[src/hsch2_defines.vh]
// Constants for the channel 2 configuration and conversion result register bank.
`ifndef HSCH2_DEFINES_VH
`define HSCH2_DEFINES_VH

// Register offsets on the internal register port.
`define HSCH2_CONFIG_OFS        6'h19
`define HSCH2_CURRENT_OFS       6'h1A
`define HSCH2_TEMPERATURE_OFS   6'h1B
`define HSCH2_VOLTAGE_OFS       6'h1C

// Reset values.
`define HSCH2_CONFIG_RST        16'h4002
`define HSCH2_CURRENT_RST       16'hF000
`define HSCH2_TEMPERATURE_RST   16'hF800
`define HSCH2_VOLTAGE_RST       16'hF800

// Configuration field positions.
`define HSCH2_SLEW_LSB          0
`define HSCH2_SLEW_MSB          1
`define HSCH2_LATCH_BIT         2
`define HSCH2_DETECT_LSB        3
`define HSCH2_DETECT_MSB        4
`define HSCH2_SCALE_BIT         10

// Off-state detection mode codes.
`define HSCH2_DETECT_OFF        2'h0
`define HSCH2_DETECT_PULLDOWN   2'h1
`define HSCH2_DETECT_PULLUP     2'h2
`define HSCH2_DETECT_COMPARATOR 2'h3

// Result word layout.
`define HSCH2_RESULT_MSB        9
`define HSCH2_FRESH_BIT         10
`define HSCH2_EFF_SCALE_BIT     11
`define HSCH2_CUR_RSVD          4'hF
`define HSCH2_TV_RSVD           5'h1F

// Retry time in microseconds and the clock rate in MHz.
`define HSCH2_RETRY_TIME_US     1000
`define HSCH2_CLK_MHZ           20

`endif

[src/hsch2_channel2_regs.v]
// Channel 2 configuration word, shutdown latch logic and conversion result words.

// Offsets, reset values and field positions come from the shared header.
`include "hsch2_defines.vh"

// The parameters default to the device's retry time and the 20 MHz system clock.
module hsch2_channel2_regs #(
  parameter RETRY_TIME_US = `HSCH2_RETRY_TIME_US,  // Retry time after a shutdown, microseconds.
  parameter CLK_MHZ       = `HSCH2_CLK_MHZ         // Clock rate in MHz.
) (
  input  wire        clk_i,
  input  wire        srst_i,
  // Register port from the serial interface front end.
  input  wire [5:0]  reg_addr_i,
  input  wire        reg_wr_i,
  input  wire        reg_rd_i,
  input  wire [15:0] reg_wdata_i,
  output reg  [15:0] reg_rdata_o,
  // Switch command and protection events.
  input  wire        switch_on_i,
  input  wire        switch_state_write_i,
  input  wire        shutdown_evt_i,
  input  wire        thermal_hysteresis_i,
  input  wire        fault_clear_i,
  // Off-state detection comparator, asynchronous pin.
  input  wire        offstate_comp_i,
  // Converter results.
  input  wire        current_done_i,
  input  wire [9:0]  current_data_i,
  input  wire        current_scale_i,
  input  wire        temperature_done_i,
  input  wire [9:0]  temperature_data_i,
  input  wire        voltage_done_i,
  input  wire [9:0]  voltage_data_i,
  // Controls toward the analog channel.
  output reg         channel_enable_o,
  output reg         pulldown_en_o,
  output reg         pullup_en_o,
  output reg         comparator_en_o,
  output reg  [1:0]  slew_rate_select_o,
  output reg         sense_scale_select_o,
  output reg         offstate_openload_flag_o,
  output reg         short_to_supply_flag_o
);

  // Retry wait in cycles; a least time, so it rounds up (integer microseconds times MHz is exact).
  // The counter width limits the longest wait: a retry time beyond its range would wrap the
  // terminal count, so CW must grow with RETRY_TIME_US.
  localparam RETRY_CYCLES = RETRY_TIME_US * CLK_MHZ;
  localparam CW           = 24;                       // Counter width, enough for about 0.8 s at 20 MHz.
  localparam [31:0] RETRY_FULL = RETRY_CYCLES - 1;    // Terminal count at full integer width.
  localparam [CW-1:0] RETRY_LAST = RETRY_FULL[CW-1:0]; // Terminal count cut to the counter width.
  // Reset word of the configuration register; the slew and sense scale controls start from its fields.
  localparam [15:0] CONFIG_RST = `HSCH2_CONFIG_RST;

  // Registers of the bank; all but rdata_next, the combinational read mux output, run on the single clock.
  reg  [15:0]   config_reg;          // Channel 2 configuration word.
  reg  [9:0]    current_value_reg;   // Last current conversion.
  reg           current_scale_reg;   // Scaling applied to that conversion.
  reg           current_fresh_reg;   // New current conversion since last read.
  reg  [9:0]    temperature_value_reg; // Last temperature conversion.
  reg           temperature_fresh_reg; // New temperature conversion since last read.
  reg  [9:0]    voltage_value_reg;   // Last voltage conversion.
  reg           voltage_fresh_reg;   // New voltage conversion since last read.
  reg           comp_meta_reg;       // First synchroniser stage, read only by the second.
  reg           comp_sync_reg;       // Synchronised comparator level.
  reg           shutdown_reg;        // Channel held off after a protection event.
  reg  [CW-1:0] retry_cnt_reg;       // Cycles spent waiting since the shutdown.
  reg           retry_done_reg;      // Retry wait has elapsed.
  reg  [15:0]   rdata_next;          // Read data for the addressed word.

  // Field views of the configuration word and decoded strobes of the register port.
  wire [1:0] detect_mode = config_reg[`HSCH2_DETECT_MSB:`HSCH2_DETECT_LSB];  // Detect field.
  wire       latch_off_select = config_reg[`HSCH2_LATCH_BIT];              // Latch versus retry.
  wire       cfg_write = reg_wr_i && (reg_addr_i == `HSCH2_CONFIG_OFS);    // Config write strobe.
  wire       rd_current = reg_rd_i && (reg_addr_i == `HSCH2_CURRENT_OFS);  // Current word read.
  wire       rd_temperature = reg_rd_i && (reg_addr_i == `HSCH2_TEMPERATURE_OFS);
  wire       rd_voltage = reg_rd_i && (reg_addr_i == `HSCH2_VOLTAGE_OFS);

  // Result words as seen by the host; reserved bits read as ones.
  // The effective scale bit reports what the converter applied, not the current setting.
  wire [15:0] current_word = {`HSCH2_CUR_RSVD, current_scale_reg, current_fresh_reg,
                              current_value_reg};
  wire [15:0] temperature_word = {`HSCH2_TV_RSVD, temperature_fresh_reg,
                                  temperature_value_reg};
  wire [15:0] voltage_word = {`HSCH2_TV_RSVD, voltage_fresh_reg, voltage_value_reg};

  // Configuration word; the only writable register in this bank.
  // Every bit is plain storage, so fields that this block does not use still read back
  // what the host wrote.
  always @(posedge clk_i) begin
    if (srst_i) begin
      config_reg <= CONFIG_RST;  // Slew code 2, detection off, auto retry.
    end else if (cfg_write) begin
      config_reg <= reg_wdata_i;
    end
  end

  // Result registers. Writes never reach them, so a host write to a result offset is ignored.
  // A read clears the fresh flag, but a conversion landing in the same cycle sets it again:
  // losing a result the host has not yet seen would be worse than a duplicate report.
  // Values are kept across reads; only the fresh flags react to the host.
  // The three channels are independent, so conversions may land on them together.
  always @(posedge clk_i) begin
    if (srst_i) begin
      current_value_reg     <= 10'h000;
      current_scale_reg     <= 1'b0;
      current_fresh_reg     <= 1'b0;
      temperature_value_reg <= 10'h000;
      temperature_fresh_reg <= 1'b0;
      voltage_value_reg     <= 10'h000;
      voltage_fresh_reg     <= 1'b0;
    end else begin
      // Current channel.
      if (current_done_i) begin
        current_value_reg <= current_data_i;
        current_scale_reg <= current_scale_i;
        current_fresh_reg <= 1'b1;
      end else if (rd_current) begin
        current_fresh_reg <= 1'b0;
      end
      // Temperature channel.
      if (temperature_done_i) begin
        temperature_value_reg <= temperature_data_i;
        temperature_fresh_reg <= 1'b1;
      end else if (rd_temperature) begin
        temperature_fresh_reg <= 1'b0;
      end
      // Voltage channel.
      if (voltage_done_i) begin
        voltage_value_reg <= voltage_data_i;
        voltage_fresh_reg <= 1'b1;
      end else if (rd_voltage) begin
        voltage_fresh_reg <= 1'b0;
      end
    end
  end

  // Read multiplexer; an unmapped address returns zero.
  // The full address is decoded, so the mapped words have no aliases.
  always @* begin
    case (reg_addr_i)
      `HSCH2_CONFIG_OFS:      rdata_next = config_reg;
      `HSCH2_CURRENT_OFS:     rdata_next = current_word;
      `HSCH2_TEMPERATURE_OFS: rdata_next = temperature_word;
      `HSCH2_VOLTAGE_OFS:     rdata_next = voltage_word;
      default:                rdata_next = 16'h0000;
    endcase
  end

  // Read data is captured on the read strobe and held until the next read.
  // Capturing only on a read keeps the last answer steady while writes go on.
  always @(posedge clk_i) begin
    if (srst_i) begin
      reg_rdata_o <= 16'h0000;
    end else if (reg_rd_i) begin
      reg_rdata_o <= rdata_next;  // Writes to result words change nothing here either.
    end
  end

  // Two-stage synchroniser for the asynchronous comparator pin.
  // Both stages reset low, the level of an output held down, so no fault is flagged
  // from stale pin history in the first cycles after reset.
  // The flag logic adds one more cycle, so a pin change shows about three cycles later.
  always @(posedge clk_i) begin
    if (srst_i) begin
      comp_meta_reg <= 1'b0;
      comp_sync_reg <= 1'b0;
    end else begin
      comp_meta_reg <= offstate_comp_i;
      comp_sync_reg <= comp_meta_reg;
    end
  end

  // Analog controls decoded from the configuration word, registered so outputs come from flops.
  // They lag the configuration word by one cycle; the flag logic below allows for that.
  always @(posedge clk_i) begin
    if (srst_i) begin
      pulldown_en_o        <= 1'b0;
      pullup_en_o          <= 1'b0;
      comparator_en_o      <= 1'b0;
      slew_rate_select_o   <= CONFIG_RST[`HSCH2_SLEW_MSB:`HSCH2_SLEW_LSB];
      sense_scale_select_o <= CONFIG_RST[`HSCH2_SCALE_BIT];
    end else begin
      // Detection only makes sense with the switch off, so the pulls follow the channel state.
      pulldown_en_o   <= !channel_enable_o && (detect_mode == `HSCH2_DETECT_PULLDOWN);
      pullup_en_o     <= !channel_enable_o && (detect_mode == `HSCH2_DETECT_PULLUP);
      comparator_en_o <= !channel_enable_o && (detect_mode != `HSCH2_DETECT_OFF);
      slew_rate_select_o   <= config_reg[`HSCH2_SLEW_MSB:`HSCH2_SLEW_LSB];
      sense_scale_select_o <= config_reg[`HSCH2_SCALE_BIT];
    end
  end

  // Off-state fault flags. The comparator is read only once its pull has been on for a cycle.
  // The open-load flag is sticky until the fault status is cleared; a new detection wins.
  // The short flag is not sticky: it tracks the comparator while the pulldown is on and
  // holds its last reading in every other mode, so the host may read it afterwards.
  always @(posedge clk_i) begin
    if (srst_i) begin
      offstate_openload_flag_o <= 1'b0;
      short_to_supply_flag_o   <= 1'b0;
    end else begin
      case (detect_mode)
        `HSCH2_DETECT_PULLUP: begin
          // Open load or short both pull the output high here.
          if (pullup_en_o && comp_sync_reg) begin
            offstate_openload_flag_o <= 1'b1;
          end else if (fault_clear_i) begin
            offstate_openload_flag_o <= 1'b0;
          end
        end
        `HSCH2_DETECT_PULLDOWN: begin
          // The host selects this mode to tell the two faults apart.
          if (pulldown_en_o) begin
            short_to_supply_flag_o <= comp_sync_reg;  // One means short, zero means open.
          end
          if (fault_clear_i) begin
            offstate_openload_flag_o <= 1'b0;
          end
        end
        default: begin
          // Disabled or external comparator mode: the open-load flag only clears, the short flag holds.
          // External comparator mode leaves the decision to the user's own switches.
          if (fault_clear_i) begin
            offstate_openload_flag_o <= 1'b0;
          end
        end
      endcase
    end
  end

  // Retry counter: runs while the channel is shut down and the retry wait is unfinished.
  // It stops one past its terminal count rather than wrapping, since the hysteresis condition
  // may take far longer than the wait; a new shutdown event restarts it from zero.
  always @(posedge clk_i) begin
    if (srst_i) begin
      retry_cnt_reg  <= {CW{1'b0}};
      retry_done_reg <= 1'b0;
    end else if (!shutdown_reg || shutdown_evt_i) begin
      retry_cnt_reg  <= {CW{1'b0}};
      retry_done_reg <= 1'b0;
    end else if (!retry_done_reg) begin
      // Raise the done flag at the terminal value; the count steps once past it, then stops.
      if (retry_cnt_reg == RETRY_LAST) begin
        retry_done_reg <= 1'b1;
      end
      retry_cnt_reg <= retry_cnt_reg + {{(CW-1){1'b0}}, 1'b1};
    end
  end

  // Shutdown latch. A new event always wins over any release in the same cycle.
  // In latch mode the retry counter still runs but is ignored; only a switch word write
  // releases the channel then.
  always @(posedge clk_i) begin
    if (srst_i) begin
      shutdown_reg <= 1'b0;
    end else if (shutdown_evt_i) begin
      shutdown_reg <= 1'b1;
    end else if (shutdown_reg) begin
      // Which release applies depends on the latch-off choice.
      if (latch_off_select) begin
        if (switch_state_write_i) begin
          shutdown_reg <= 1'b0;   // Held off until the switch state is written again.
        end
      end else if (retry_done_reg && thermal_hysteresis_i) begin
        shutdown_reg <= 1'b0;     // Auto retry once both conditions hold.
      end
    end
  end

  // Channel drive: the commanded state unless a shutdown holds it off.
  // The event itself also masks the drive, so the channel drops on the edge that records
  // the event rather than one cycle later, when the latch has caught up.
  // After a release the channel returns only if the switch is still commanded on.
  always @(posedge clk_i) begin
    if (srst_i) begin
      channel_enable_o <= 1'b0;
    end else begin
      channel_enable_o <= switch_on_i && !shutdown_reg && !shutdown_evt_i;
    end
  end

endmodule // hsch2_channel2_regs

[config.mk]
export PLATFORM = sky130hd
export DESIGN_NAME = hsch2_channel2_regs
export DESIGN_NICKNAME = d
export VERILOG_FILES = /design/src/hsch2_channel2_regs.v
export VERILOG_INCLUDE_DIRS = /design/src
export SDC_FILE = /design/constraint.sdc
export NUM_CORES = 1
export LEC_CHECK = 0
export BUFFER_PORTS_ARGS = -buffer_cell sky130_fd_sc_hd__buf_2
export CAP_MARGIN = 10
export CORE_MARGIN = 2
export CORE_UTILIZATION = 58
export DETAILED_ROUTE_END_ITERATION = 16
export GPL_TIMING_DRIVEN = 1
export PLACE_DENSITY_LB_ADDON = 0.08
export SLEW_MARGIN = 20
export SYNTH_ARGS = -nofsm -noshare
export SYNTH_HDL_FRONTEND = slang
export SYNTH_SLANG_ARGS = --single-unit
export TNS_END_PERCENT = 50
[constraint.sdc]
create_clock -name clk_i -period 3.8 [get_ports clk_i]
set_input_delay 0.19 -clock clk_i [delete_from_list [all_inputs] [get_ports clk_i]]
set_output_delay 0.19 -clock clk_i [all_outputs]
set_load 0.02 [all_outputs]
Yosys cells after proc, flatten, opt, wreduce, memory -nomap -nowiden
Index checks and enable logic that the tools add are counted.
Storage, ports and cells
  flip-flop bits (word level): 103
  memories kept: 0
  word-level logic and storage cells: 68
  latch bits: 0
  ROM bits: 0
  output and inout port bits: 25
  RAM bits: 0
  input bits: 66
Cells by class
  divide/modulo/power cells: 0
  shift operators: 0
  multiplexer cells: 17
  add/subtract/negate cells: 1
  eq/ne operators: 7
  bitwise gates (word level): 0
  reductions and logical operators: 21
  multiply operators: 0
  $lt $le $gt $ge: 0
Operators with widths (number)
  case mux 16 bit (4 select lines): 1
  adder 24 x 1 -> 24 bit (second input constant): 1
  == test 24 x 15 -> 1 bit (second input constant): 1
  == test 6 x 5 -> 1 bit (second input constant): 4
  2-to-1 mux 1 bit: 16
  logical AND 1 bit: 11
  nonzero test 2 bit: 4
  zero test 1 bit: 3
  == test 2 x 1 -> 1 bit (second input constant): 1
  == test 2 bit (second input constant): 1
  AND reduction 2 bit: 1
  OR reduction 2 bit: 1
  logical OR 1 bit: 1

Logic depth before layout (Yosys ltp)
  word-level depth: 5
  mapped depth: 7
  mapped depth without buffers: 5

Least setup slack after synthesis
Ideal clock, no wire load.
  kind: reg-to-reg
  start: register retry_done_reg
  end: register retry_cnt_reg[17]
  data required time: 3.730 ns
  slack: 2.168 ns
  library setup time: 0.070 ns
  period minus slack after synthesis: 1.632 ns
  buffers on the path: 1
  arrival: 1.562 ns
  cell stages (with the launch flop): 6
  path through: dfxtp_1 -> clkbuf_1 -> nand4b_1 -> or4_4 -> or3_1 -> a21oi_1
RTL lines
  from (decl): RTL line hsch2_channel2_regs.v:69  | reg retry_done_reg;
  from (signal assigned): RTL line hsch2_channel2_regs.v:238  | retry_done_reg <= 1'b0;
  from (signal assigned): RTL line hsch2_channel2_regs.v:241  | retry_done_reg <= 1'b0;
  from (signal assigned): RTL line hsch2_channel2_regs.v:245  | retry_done_reg <= 1'b1;
  to (signal assigned): RTL line hsch2_channel2_regs.v:237  | retry_cnt_reg <= {CW{1'b0}};
  to (signal assigned): RTL line hsch2_channel2_regs.v:240  | retry_cnt_reg <= {CW{1'b0}};
  to (signal assigned): RTL line hsch2_channel2_regs.v:247  | retry_cnt_reg <= retry_cnt_reg + {{(CW-1){1'b0}}, 1'b1};
  to (decl): RTL line hsch2_channel2_regs.v:68  | reg [CW-1:0] retry_cnt_reg;

Final worst setup path
  start: register retry_cnt_reg[3]
  end: register retry_cnt_reg[23]
Between the ends
  longest elaborated chain between the ends: 1
Ends and longest elaborated chain (RTL line)
  adder 24 x 1 -> 24 bit: hsch2_channel2_regs.v:247
No other way between the ends.
A chain may end at the register's enable or synchronous reset.

==> flow_summary.toml <==
[timing]
maxSlewHeadroom = 0.3858
slew_violations = 0
worst_slew_pin_slew_ns = 0.9194
post-route-min-period_ns = 1.958
period_share = 0.5153
hold_viol = 0
rsz0062_at_grt = "no"
finalClockSkew_ns = 0.007699
max_freq_mhz = 510.7
setup_viol = 0
setup_tns_ns = 0

[finish]
diodes = 0
mostFrequentLayoutCell = "dfxtp_1"
stdcell_count = 634
layout-drive-gt1-share = 0.2112
mostFrequentLayoutCells = "dfxtp_1 (103), buf_2 (90), nor2_1 (60)"
syn_to_final_growth_pct = 16.01
nFillCells = 631
register_area_um2 = 2062
largest_reg_flops = 24
multi_input_area_um2 = 2011
finalNetCount = 597

[detailed_routing]
drtPass1Iterations = 4
wl_per_cell_um = 14.75
vias = 3497
drtIter0Drc = 197
viasPerCell = 5.516
wl_um = 9351
drc = 0
ant_nets = 0

[power]
ir_drop_uv = 303.2
p_seq_frac = 0.572
p_total_mw = 1.964
p_sw_mw = 0.4690
switching_share = 0.2388
internal_power_mw = 1.495
total_leakage_power_nw = 1.991
share_comb_of_total_power = 0.071
power_density_nw_per_um2 = 403.5
clkPwrFrac = 0.357

[yosys]
synth_area_leaders = "dfxtp_1 (49%), mux2i_1 (10%), nor2_1 (5.4%)"
synth_compound_area_frac = 0.1294
synth_fp_nets = 525
yosysTopAreaCellShare = 0.4914
syn_inst = 458
synth_seq_area_share = 0.4914
yosysUniqueCellTypes = 46
synth.area.mux_share = 0.1049
syn_area_um2 = 4197
synthAdderAreaFrac = 0.002982
async_reset_ff_frac = 0
synth_enable_flop_cells = 0
ys.flop_type = "dfxtp_1"
yosys.area_share.simple = 0.2168
synth_area_per_cell_um2 = 9.163
synth_top_family_by_area = "simple AND/OR/NAND/NOR gates"
synth_xor_area_frac = 0.02504
synth_top_area_cell = "dfxtp_1"
yosys_warnings = 0
synth-seq-cells = 103

[min_path]
holdPathStages = 2
min_from = "offstate_comp_i"
hold_end = "comp_meta_reg"
hold_class = "primary input to register"

[setup_path]
r2r-start = "retry_cnt_reg[3]"
worstSetupPathType = "register to register"
path_cells = "and4_2 > nand4_1 > or4_1 > a21oi_1"
worstSetupStartpointType = "register"
cp_slowest_cell = "or4_1"
r2r_slack_ns = 1.84
cp_max_fo = 13
cp.required_ns = 4.08
cp-end-kind = "register"
worstRegToRegCells = 4
r2r-end = "retry_cnt_reg[23]"
cpPeakStageDelay_ns = 0.61
arrival_ns = 2.24

[clock_tree]
clk_transition_reported_paths_ns = 0.10
cts_resized = 0
hold_buffers = 0
clock_latency_ns = 0.36
clock_path_buffers = 2
cts_sinks = 103
cts_max_level = 3
cts_buffers = 9
cts_setup_buffers = 0
cts_tree = "done"
root_buffer = "clkbuf_8"

[die]
start_util = 0.5880
die_y_um = 89.06
io_pins = 91
row_count = 31
die_x_um = 89.06
die-area_um2 = 7932
core_area_um2 = 7137

[global_route]
grt.total_usage = 0.2480
grt_max_degree = 42
grt_pass1_vias = 3179
overflow = 0
grt_pass1_wl_um = 15100
antenna_found_initial = 0

[place]
place_inst = 618
io_buffers = 90
gp_congestion = 0.8353
dpl.hpwl_um = 6618

[job]
maxCapViolations = 0

[outcome]
status = "complete, no violations"
==> cells by family after synthesis <==
| logic type | count (synthesis) |
|---|---|
| AND/OR/NAND/NOR | 180 |
| multiplexers | 44 |
| XOR/XNOR | 12 |
| buffers and inverters | 32 |
| adder cells (fa/ha/maj) | 1 |
| AO/OA/AOI/OAI | 86 |
| flip-flops | 103 |
==> cell type report <==
cell class              count  area share
flip-flops and latches    103      0.4235
clock inverters             6     0.01414
repair buffers             91     0.09406
clock buffers              10     0.02827
inverters                   2    0.001542
multi-input cells         323      0.4130
well taps                  99     0.02544
==> power groups by stage <==
stage               combinational (mW)  sequential (mW)  clock, mW
floorplan                       0.0829             1.15          0
detailed placement               0.139             1.15          0
global route                     0.155             1.13      0.763
global placement                 0.136             1.15          0
finish                           0.139             1.12      0.701
CTS                              0.139             1.12      0.717
==> critical path: cells and delay by family, from the launching register on <==
kind / cells / cell delay [ns]
simple gates: 3 / 1.27
flops: 1 / 0.46
compound gates: 1 / 0.15
==> Yosys cell counts, types with 2 or more instances <==
library cell  count
and3b_1           2
mux2i_1          44
nor4b_1           3
nor4_1            4
nor2b_1           7
buf_2             3
o22ai_1          11
nand3b_1          6
a22oi_1          11
nand2b_1          2
nand4_1          11
a21oi_1          30
nor3_1            2
xor2_1            8
xnor2_1           4
inv_1             2
clkbuf_1         21
buf_1             6
and3_1            2
and4_1            3
dfxtp_1         103
and2_1            2
o21ai_0          12
or4_1             2
nand2_1          47
nor3b_1           2
nand4b_1          4
a22o_1           11
a211oi_1          4
nor2_1           60
nand3_1           7
or3_1             8
==> metal layers <==
metal  share of wire  up-vias  track usage
li1                -     1771            -
met2            0.46      100       0.3901
met4           0.014        0      0.06784
met1            0.47     1614       0.3386
met3           0.058       12      0.06833
met5               0        -            0
==> per-stage QoR <==
| step | utilization | setup slack, ns | hold slack, ns | instance area, µm² |
|---|---|---|---|---|
| 2_1_floorplan | - | 2.168 | 0.2693 | 4197 |
| 3_3_place_gp | 0.6532 | 1.841 | 0.4012 | 4662 |
| 3_5_place_dp | 0.6532 | 1.749 | 0.4071 | 4662 |
| 4_1_cts | 0.6822 | 1.848 | 0.01478 | 4868 |
| 5_1_grt | 0.6822 | 1.683 | 0.005384 | 4868 |
| 6_report | 0.6822 | 1.842 | 0.02894 | 4868 |
==> worst max-delay path by stage <==
stage	from	cells after the start	slack, ns	endpoint
floorplan	retry_done_reg	5	2.17	retry_cnt_reg[17]
CTS	retry_cnt_reg[3]	4	1.85	retry_cnt_reg[23]
global placement	reg_addr_i[1]	5	1.84	reg_rdata_o[14]
detailed placement	reg_addr_i[1]	5	1.75	reg_rdata_o[15]
finish	retry_cnt_reg[3]	4	1.84	retry_cnt_reg[23]
global route	retry_cnt_reg[3]	4	1.68	retry_cnt_reg[23]
(Power assumes the default switching activity.)
